--- config.mk ---
export PLATFORM = sky130hd
export DESIGN_NAME = dmia_core
export DESIGN_NICKNAME = d
export VERILOG_FILES = /design/src/verilog/dmia_pkg.sv /design/src/verilog/dmia_core.sv
export VERILOG_INCLUDE_DIRS = /design/src /design/src/verilog
export SDC_FILE = /design/constraint.sdc
export NUM_CORES = 2
export LEC_CHECK = 0
export ABC_AREA = 1
export BUFFER_PORTS_ARGS = -buffer_cell sky130_fd_sc_hd__buf_2
export CORE_MARGIN = 2
export CORE_UTILIZATION = 50
export CTS_BUF_LIST = sky130_fd_sc_hd__clkbuf_4 sky130_fd_sc_hd__clkbuf_8
export DETAILED_ROUTE_END_ITERATION = 10
export PLACE_DENSITY = 0.65
export SLEW_MARGIN = 10
export SYNTH_ARGS = -nofsm -noshare
export SYNTH_HDL_FRONTEND = slang
export SYNTH_SLANG_ARGS = --single-unit
--- constraint.sdc ---
create_clock -name core_clk -period 7.8 [get_ports core_clk]
set_clock_uncertainty 0.2 [all_clocks]
set_input_delay 0 -clock core_clk [delete_from_list [all_inputs] [get_ports core_clk]]
set_output_delay 0 -clock core_clk [all_outputs]
set_load 0.005 [all_outputs]
--- src/verilog/dmia_map.svh ---
`ifndef DMIA_MAP_SVH
`define DMIA_MAP_SVH
`define DMIA_OFS_IND0      8'h00
`define DMIA_OFS_PTR0      8'h01
`define DMIA_OFS_IND1      8'h02
`define DMIA_OFS_PTR1      8'h03
`define DMIA_OFS_BANK      8'h04
`define DMIA_OFS_WORK      8'h05
`define DMIA_SFR_LAST      8'h7F
`define DMIA_GPR_FIRST     8'h80
`define DMIA_GPR_B1_LAST   8'hBF
`define DMIA_BANK_BIT      0
`define DMIA_RST_PTR       8'h00
`define DMIA_RST_WORK      8'h00
`define DMIA_RST_BANK      1'b0
`define DMIA_READ_ZERO     8'h00
`endif

--- src/verilog/dmia_pkg.sv ---
package dmia_pkg;
    typedef logic [7:0] dmia_byte_t;
    typedef enum logic [1:0] {
        DMIA_T_NONE = 2'b00,
        DMIA_T_REG  = 2'b01,
        DMIA_T_GPR  = 2'b10,
        DMIA_T_SFR  = 2'b11
    } dmia_tgt_e;
endpackage
--- src/verilog/dmia_core.sv ---
`timescale 1ns/100ps
`include "dmia_map.svh"
// Summary of operation
// - reading an unassigned special location returns zero.
// - read-only special locations ignore writes while the rest accept writes.
// - access to an indirect port is redirected to the address in its paired pointer.
// - the first indirect port always reaches bank zero.
// - the second indirect port reaches the bank from the bank pointer with its pointer.
// - an access resolving to an indirect port in bank zero reads zero and writes nothing.
// - direct addressing always selects bank zero.
// - both pointers are real storage readable and writable like any register.
// - the working register receives every ALU result.
// - there is no register to register move; data passes the working register.
// - bank pointer bit zero selects bank zero or one, other bits read zero.
// - reset returns the bank to zero except a watchdog reset in idle or sleep.
// - special registers sit at 00H to 7FH, RAM at 80H-FFH bank 0, 80H-BFH bank 1.
module dmia_core #(
    parameter int RAM_WORDS = 192
) (
    // clock and reset
    input  wire logic               core_clk,
    input  wire logic               nrst,
    input  wire logic               wdt_idle_rst,
    // cpu data memory port
    input  wire logic               mem_rd,
    input  wire logic               mem_wr,
    input  wire logic [7:0]         mem_addr,
    input  wire dmia_pkg::dmia_byte_t mem_wdata,
    output logic [7:0]              mem_rdata,
    // alu result port
    input  wire logic               alu_wr,
    input  wire dmia_pkg::dmia_byte_t alu_result,
    output logic [7:0]              work_out,
    // external special function registers
    input  wire logic [7:0]         sfr_rdata,
    input  wire logic               sfr_present,
    input  wire logic               sfr_readonly,
    output logic                    sfr_wr,
    output logic [7:0]              sfr_addr,
    output logic [7:0]              sfr_wdata,
    output logic                    bank_sel
);
    import dmia_pkg::*;

    logic [7:0] ram [0:RAM_WORDS-1];
    logic [7:0] ptr0_r, ptr0_nxt, ptr1_r, ptr1_nxt, work_r, work_nxt;
    logic       bank_r, bank_nxt;
    logic [7:0] rdata_r, rdata_nxt, sfr_addr_r, sfr_addr_nxt, sfr_wdata_r, sfr_wdata_nxt;
    logic       sfr_wr_r, sfr_wr_nxt;
    logic [7:0] eff_addr;
    logic       eff_bank;
    logic       ram_we;
    logic [7:0] ram_idx;
    dmia_tgt_e  tgt;

    // map address and bank to a ram row, or none
    function automatic logic [8:0] ram_row(input logic bnk, input logic [7:0] a);
        logic [8:0] r;
        r = 9'h100;
        if (a >= `DMIA_GPR_FIRST) begin
            if (!bnk)
                r = {2'b00, a[6:0]};
            else if (a <= `DMIA_GPR_B1_LAST)
                r = {3'b010, a[5:0]};
        end
        return r;
    endfunction

    // true for either indirect port address
    function automatic logic is_ind_port(input logic [7:0] a);
        return (a == `DMIA_OFS_IND0) || (a == `DMIA_OFS_IND1);
    endfunction

    always_comb begin
        logic [8:0] row;
        row = 9'h100;
        eff_addr = mem_addr;
        eff_bank = 1'b0;
        if (mem_addr == `DMIA_OFS_IND0) begin
            eff_addr = ptr0_r;
            eff_bank = 1'b0;
        end else if (mem_addr == `DMIA_OFS_IND1) begin
            eff_addr = ptr1_r;
            eff_bank = bank_r;
        end
        row = ram_row(eff_bank, eff_addr);
        ram_idx = row[7:0];
        tgt = DMIA_T_NONE;
        if (!row[8])
            tgt = DMIA_T_GPR;
        else if (eff_addr <= `DMIA_SFR_LAST && !eff_bank) begin
            if (is_ind_port(eff_addr))
                tgt = DMIA_T_NONE;
            else if (eff_addr >= `DMIA_OFS_PTR0 && eff_addr <= `DMIA_OFS_WORK)
                tgt = DMIA_T_REG;
            else if (sfr_present)
                tgt = DMIA_T_SFR;
        end else if (eff_addr <= `DMIA_SFR_LAST && sfr_present)
            tgt = DMIA_T_SFR;
    end

    always_comb begin
        ptr0_nxt = ptr0_r;
        ptr1_nxt = ptr1_r;
        bank_nxt = bank_r;
        work_nxt = work_r;
        sfr_wr_nxt = 1'b0;
        sfr_addr_nxt = sfr_addr_r;
        sfr_wdata_nxt = sfr_wdata_r;
        ram_we = 1'b0;
        rdata_nxt = `DMIA_READ_ZERO;
        if (mem_rd) begin
            case (tgt)
                DMIA_T_GPR: rdata_nxt = ram[ram_idx];
                DMIA_T_SFR: rdata_nxt = sfr_rdata;
                DMIA_T_REG: begin
                    case (eff_addr)
                        `DMIA_OFS_PTR0: rdata_nxt = ptr0_r;
                        `DMIA_OFS_PTR1: rdata_nxt = ptr1_r;
                        `DMIA_OFS_BANK: rdata_nxt = {7'h00, bank_r};
                        `DMIA_OFS_WORK: rdata_nxt = work_r;
                        default:        rdata_nxt = `DMIA_READ_ZERO;
                    endcase
                end
                default: rdata_nxt = `DMIA_READ_ZERO;
            endcase
        end
        // memory writes only carry working register or alu data
        if (mem_wr) begin
            case (tgt)
                DMIA_T_GPR: ram_we = 1'b1;
                DMIA_T_SFR: begin
                    sfr_wr_nxt = !sfr_readonly;
                    sfr_addr_nxt = eff_addr;
                    sfr_wdata_nxt = mem_wdata;
                end
                DMIA_T_REG: begin
                    case (eff_addr)
                        `DMIA_OFS_PTR0: ptr0_nxt = mem_wdata;
                        `DMIA_OFS_PTR1: ptr1_nxt = mem_wdata;
                        `DMIA_OFS_BANK: bank_nxt = mem_wdata[`DMIA_BANK_BIT];
                        `DMIA_OFS_WORK: work_nxt = mem_wdata;
                        default:        work_nxt = work_r;
                    endcase
                end
                default: ram_we = 1'b0;
            endcase
        end
        if (alu_wr)
            work_nxt = alu_result;
    end

    always_ff @(posedge core_clk) begin
        if (ram_we)
            ram[ram_idx] <= mem_wdata;
    end

    always_ff @(posedge core_clk) begin
        if (!nrst) begin
            ptr0_r      <= `DMIA_RST_PTR;
            ptr1_r      <= `DMIA_RST_PTR;
            work_r      <= `DMIA_RST_WORK;
            rdata_r     <= `DMIA_READ_ZERO;
            sfr_wr_r    <= 1'b0;
            sfr_addr_r  <= 8'h00;
            sfr_wdata_r <= 8'h00;
            // bank kept on idle watchdog reset
            if (!wdt_idle_rst)
                bank_r <= `DMIA_RST_BANK;
        end else begin
            ptr0_r      <= ptr0_nxt;
            ptr1_r      <= ptr1_nxt;
            work_r      <= work_nxt;
            bank_r      <= bank_nxt;
            rdata_r     <= rdata_nxt;
            sfr_wr_r    <= sfr_wr_nxt;
            sfr_addr_r  <= sfr_addr_nxt;
            sfr_wdata_r <= sfr_wdata_nxt;
        end
    end

    assign mem_rdata = rdata_r;
    assign work_out  = work_r;
    assign sfr_wr    = sfr_wr_r;
    assign sfr_addr  = sfr_addr_r;
    assign sfr_wdata = sfr_wdata_r;
    assign bank_sel  = bank_r;

    a_ind_self_zero: assert property (@(posedge core_clk) disable iff (!nrst)
        mem_rd && mem_addr == `DMIA_OFS_IND0 && ptr0_r == `DMIA_OFS_IND0
        |=> mem_rdata == 8'h00) else $error("indirect self read not zero");
    a_alu_work_load: assert property (@(posedge core_clk) disable iff (!nrst)
        alu_wr |=> work_out == $past(alu_result))
        else $error("working register missed alu result");
    a_bank_read_form: assert property (@(posedge core_clk) disable iff (!nrst)
        mem_rd && mem_addr == `DMIA_OFS_BANK |=> mem_rdata[7:1] == 7'h00)
        else $error("bank pointer upper bits not zero");
    a_ptr_write_back: assert property (@(posedge core_clk) disable iff (!nrst)
        mem_wr && mem_addr == `DMIA_OFS_PTR1 |=> ptr1_r == $past(mem_wdata))
        else $error("pointer one not written");
    a_sfr_ro_block: assert property (@(posedge core_clk) disable iff (!nrst)
        mem_wr && tgt == DMIA_T_SFR && sfr_readonly |=> !sfr_wr)
        else $error("write reached read-only location");
    a_port0_bank: assert property (@(posedge core_clk) disable iff (!nrst)
        mem_addr == `DMIA_OFS_IND0 |-> !eff_bank && eff_addr == ptr0_r)
        else $error("port zero left bank zero");
    a_port1_bank: assert property (@(posedge core_clk) disable iff (!nrst)
        mem_addr == `DMIA_OFS_IND1 |-> eff_bank == bank_r && eff_addr == ptr1_r)
        else $error("port one bank wrong");
    a_direct_bank: assert property (@(posedge core_clk) disable iff (!nrst)
        !is_ind_port(mem_addr) |-> !eff_bank)
        else $error("direct access left bank zero");
    a_unused_zero: assert property (@(posedge core_clk) disable iff (!nrst)
        mem_rd && tgt == DMIA_T_NONE |=> mem_rdata == 8'h00)
        else $error("unused location read nonzero");
    a_bank1_hole: assert property (@(posedge core_clk) disable iff (!nrst)
        eff_bank && eff_addr > `DMIA_GPR_B1_LAST |-> tgt == DMIA_T_NONE)
        else $error("bank one hole mapped");
    a_bank_reset_zero: assert property (@(posedge core_clk)
        !nrst && !wdt_idle_rst |=> !bank_sel)
        else $error("bank not cleared by reset");
    a_bank_wdt_keep: assert property (@(posedge core_clk)
        !nrst && wdt_idle_rst |=> bank_sel == $past(bank_sel))
        else $error("bank changed by idle watchdog reset");
    a_ptr0_write: assert property (@(posedge core_clk) disable iff (!nrst)
        mem_wr && mem_addr == `DMIA_OFS_PTR0 |=> ptr0_r == $past(mem_wdata))
        else $error("pointer zero not written");
    a_ptr0_hold: assert property (@(posedge core_clk) disable iff (!nrst)
        !mem_wr |=> ptr0_r == $past(ptr0_r))
        else $error("pointer zero changed without write");
    a_ptr1_hold: assert property (@(posedge core_clk) disable iff (!nrst)
        !mem_wr |=> ptr1_r == $past(ptr1_r))
        else $error("pointer one changed without write");
    a_bank_write: assert property (@(posedge core_clk) disable iff (!nrst)
        mem_wr && mem_addr == `DMIA_OFS_BANK |=> bank_sel == $past(mem_wdata[`DMIA_BANK_BIT]))
        else $error("bank bit not written");
    a_bank_hold: assert property (@(posedge core_clk) disable iff (!nrst)
        !mem_wr |=> bank_sel == $past(bank_sel))
        else $error("bank changed without write");
    a_work_write: assert property (@(posedge core_clk) disable iff (!nrst)
        mem_wr && mem_addr == `DMIA_OFS_WORK && !alu_wr |=> work_out == $past(mem_wdata))
        else $error("working register not written");
    a_ind_write_none: assert property (@(posedge core_clk) disable iff (!nrst)
        mem_wr && tgt == DMIA_T_NONE |=> ptr0_r == $past(ptr0_r)
        && ptr1_r == $past(ptr1_r) && bank_sel == $past(bank_sel) && !sfr_wr)
        else $error("write to unassigned location took effect");
    a_ram_no_write: assert property (@(posedge core_clk) disable iff (!nrst)
        mem_wr && tgt != DMIA_T_GPR |-> !ram_we)
        else $error("ram written outside ram window");
    a_redirect_reg: assert property (@(posedge core_clk) disable iff (!nrst)
        mem_rd && mem_addr == `DMIA_OFS_IND0 && ptr0_r == `DMIA_OFS_PTR1
        |=> mem_rdata == $past(ptr1_r))
        else $error("indirect read not redirected");
    a_rd_idle_zero: assert property (@(posedge core_clk) disable iff (!nrst)
        !mem_rd |=> mem_rdata == 8'h00)
        else $error("read data nonzero without read");
    a_sfr_pass: assert property (@(posedge core_clk) disable iff (!nrst)
        mem_wr && tgt == DMIA_T_SFR && !sfr_readonly
        |=> sfr_wr && sfr_addr == $past(eff_addr) && sfr_wdata == $past(mem_wdata))
        else $error("sfr write not passed on");
    a_rd_sfr_pass: assert property (@(posedge core_clk) disable iff (!nrst)
        mem_rd && tgt == DMIA_T_SFR |=> mem_rdata == $past(sfr_rdata))
        else $error("sfr read data lost");
    a_sfr_no_spurious: assert property (@(posedge core_clk) disable iff (!nrst)
        !mem_wr |=> !sfr_wr)
        else $error("sfr write pulse without write");
    a_ram_row_range: assert property (@(posedge core_clk) disable iff (!nrst)
        tgt == DMIA_T_GPR |-> ram_idx < RAM_WORDS)
        else $error("ram row out of range");
    a_bank1_row: assert property (@(posedge core_clk) disable iff (!nrst)
        tgt == DMIA_T_GPR && eff_bank |-> ram_idx >= 8'h80)
        else $error("bank one row overlaps bank zero");
endmodule

==> summary.txt <==
Power and ir drop
  • Peak VDD IR: 127.0 µV
  • Pleak: 31.05 nW
  • Power density cells: 233.7 nW/µm²

Setup path
  • CP Launch Type: primary input
  • Critical path peak fanout: 43
  • Endpoint class of the critical path: flop
  • WP data required: ~8.5 ns
  • Setup Crit Path Kind: primary input to flop
  • Arr. time, crit path: 7.82 ns

Timing
  • Worst-Margin Slew: 1.190 ns
  • Hold Fails Final Rpt: 0
  • Worst slew margin: 20.58%
  • Post-route minimum period: just over 7 ns
  • Max-slew violations: 0
  • RSZ-0062 raised after global routing: no
  • Max Clock Freq: 139.7 MHz
  • Final TNS setup: 0 ns
  • Endpoints failing setup: 0
  • Worst-case hold slack: 0.02453 ns
  • Final period utilization: 91.76%

Logic synthesis
  • Most frequent cell after synthesis: nand2_1
  • Leading post-synthesis cells by cell area: edfxtp_1, nand2_1, inv_1
  • Seq/Total Area, Yosys: 70.32%
  • Avg Cell Area, Syn: around 10 µm²
  • Yosys warnings: 0
  • Syn_nets: 6460
  • Post-synth top cells: nand2_1, edfxtp_1, inv_1, nor2_1, o21ai_0
  • Synth Instances: ~6400
  • Post-synth top area cell: edfxtp_1
  • Synth cell types: 38
  • EDFF count, synth: 1537
  • Dominant synthesized flop cell: edfxtp_1
  • Synthesized cell area: 67030 µm²
  • Register bit total from synthesis: 1586
  • Asr flop ratio synth: 0%
  • Share of the synthesized area in the top cell type: 68.86%

Global route
  • Global-route wire length before repair: about 280000 µm
  • Initial antenna violation count: 7
  • Global route overflow: 0
  • Vias in the first global route: 44170
  • Largest net degree at the start of global routing: 130
  • Total track usage: 28.31%

CTS
  • Clock buffer count from CTS: ~280
  • CTS tree: built
  • Clk slew on worst S/H paths: 0.06 ns
  • H-tree Lvls: 5
  • Longest Clk Path Bufs: 4
  • Clock Latency Late Sink: 1.00 ns
  • Number of post-CTS setup repair buffers: 0
  • Root buffer cell: clkbuf_8
  • Clock Sinks: 1586

Routing
  • Residual DRC: 0
  • Drt initial violations: 5999
  • Vias post-DR: 46400
  • Routed WL per cell: 22.46 µm
  • 1st-pass router iterations: 8
  • Met2 routed WL: 90220 µm
  • DRT met1 WL: ~78000 µm
  • WL met3: 19690 µm
  • Vias/cell: around 5.4
  • Uppermost layer routed: met5
  • DRT Wirelength: 194700 µm
  • Antenna viol nets, final: 0

Place
  • Count of input and output buffers: 73
  • Detail Placement HPWL: 110600 µm
  • GPL Wtd Cong: roughly 0.95

Floorplanning
  • Std cell rows: between 100 and 150
  • Initial core utilization: a little over 50%
  • Die footprint: 137000 µm²
  • Core Footprint: 133300 µm²
  • Top Ports: 74
  • Die Height: 370.1 µm
  • Die Wd: around 370 µm

Outcome
  • Status: finished, final reports clean

Layout
  • Final net count: 6769
  • P&R area growth vs syn: 13.11%
  • Share of cells above drive strength 1: 8.884%

Run
  • Max_cap viols: 0

Worst hold path
  • HP Class: primary input to flop
## per-layer routing
metal / track usage, % / vias to the layer above
li1: - / 21230
met1: 38.43 / 22160
met2: 44.83 / 2577
met5: 0 / -
met3: 5.570 / 435
met4: 11.76 / 2
## logic make-up after synthesis
kind of cell | count (synthesis) | synth area share, %
compound gates | 570 | 4.351
buf+inv | 1315 | 7.702
flops | 1586 | 70.32
simple gates | 2949 | 17.63
## registers in the layout (all words and copies together) (netlist names)
name,flops
ptr1_r,8
sfr_wr,1
work_out,8
bank_sel,1
sfr_wdata,8
mem_rdata,8
sfr_addr,8
ptr0_r,8
ram,1536
## final timing paths
kind,slack (ns),to,start,cells after the start
max,0.64,mem_rdata[1],mem_addr[0],27
min,0.02,ram[117][4],mem_wdata[4],2
max reg2reg,1.46,mem_rdata[0],ptr1_r[6],20
min reg2reg,0.27,sfr_addr[7],sfr_addr[7],2
## final cells by class
| cell class | instances | area [µm²] |
|---|---|---|
| Multi-Input combinational cell | 3519 | 14800 |
| Fill cell | 10970 | 57470 |
| Tap cell | 1768 | 2212 |
| Timing Repair Buffer | 284 | 2540 |
| Inverter | 1055 | 3966 |
| Sequential cell | 1586 | 47140 |
| Clock buffer | 385 | 4717 |
| Clock inverter | 71 | 440.4 |
| Antenna cell | 3 | 7.507 |
## metrics by stage
step	cells	cell area, µm²	total power, mW	util [%]	setup WS [ns]
final	8671	75820	17.72	56.88	0.6428
after CTS	8668	75810	17.75	56.88	0.8955
after detailed placement	8070	69140	10.52	51.87	2.499
after global routing	8669	75810	18.21	56.88	0.4410
after floorplan	6420	67030	10.00	-	4.702
after global placement	8070	69140	10.51	51.87	2.474
## critical path, stage by stage
cell           delay [ns]
dlygate4sd3_1        0.54
buf_2                0.15
nor2_1               0.11
nand2_1              0.06
dlygate4sd3_1        0.58
nor2_2               0.20
dlygate4sd3_1        0.77
nand2_1              0.09
nand2_1              0.18
dlygate4sd3_1        0.59
inv_1                0.10
nor2_4               0.08
buf_4                0.49
inv_1                0.31
nor2_4               0.58
inv_2                0.66
o21ai_0              0.50
o21ai_0              0.13
nand2_1              0.13
nor2_1               0.07
nor2_1               0.26
nor2_1               0.07
nand2_1              0.07
nand2_1              0.17
nand3_1              0.20
a21oi_1              0.08
dlygate4sd3_1        0.58
## cells in the final DEF, fill, tap and decap left out, types with 13 or more instances in the layout
cell and n:
inv_1 1031, nand3_1 104, nand2_1 1903, nand4_1 35, clkinv_2 16, buf_2 65, buf_4 62, o21ai_0 422
dlygate4sd3_1 136, o21ai_1 89, and2_1 18, inv_2 15, dfxtp_1 49, nand2_2 13, edfxtp_1 1537, clkinv_1 52
nand3b_1 94, nor2_1 744, clkbuf_4 93, clkbuf_8 292, a21oi_1 42
## where the power goes
group / internal [mW] / switching, mW
logic: 0.247 / 0.818
clock network: 4.04 / 3.25
registers: 9.36 / 0.0117
total: 13.6 / 4.08
## what timing repair did
item | 4_1_cts | 5_1_grt
gates resized for setup | 0 | 0
hold endpoints to repair | 1356 | 0
hold buffers | 142 | 0
(Power assumes the default switching activity.)
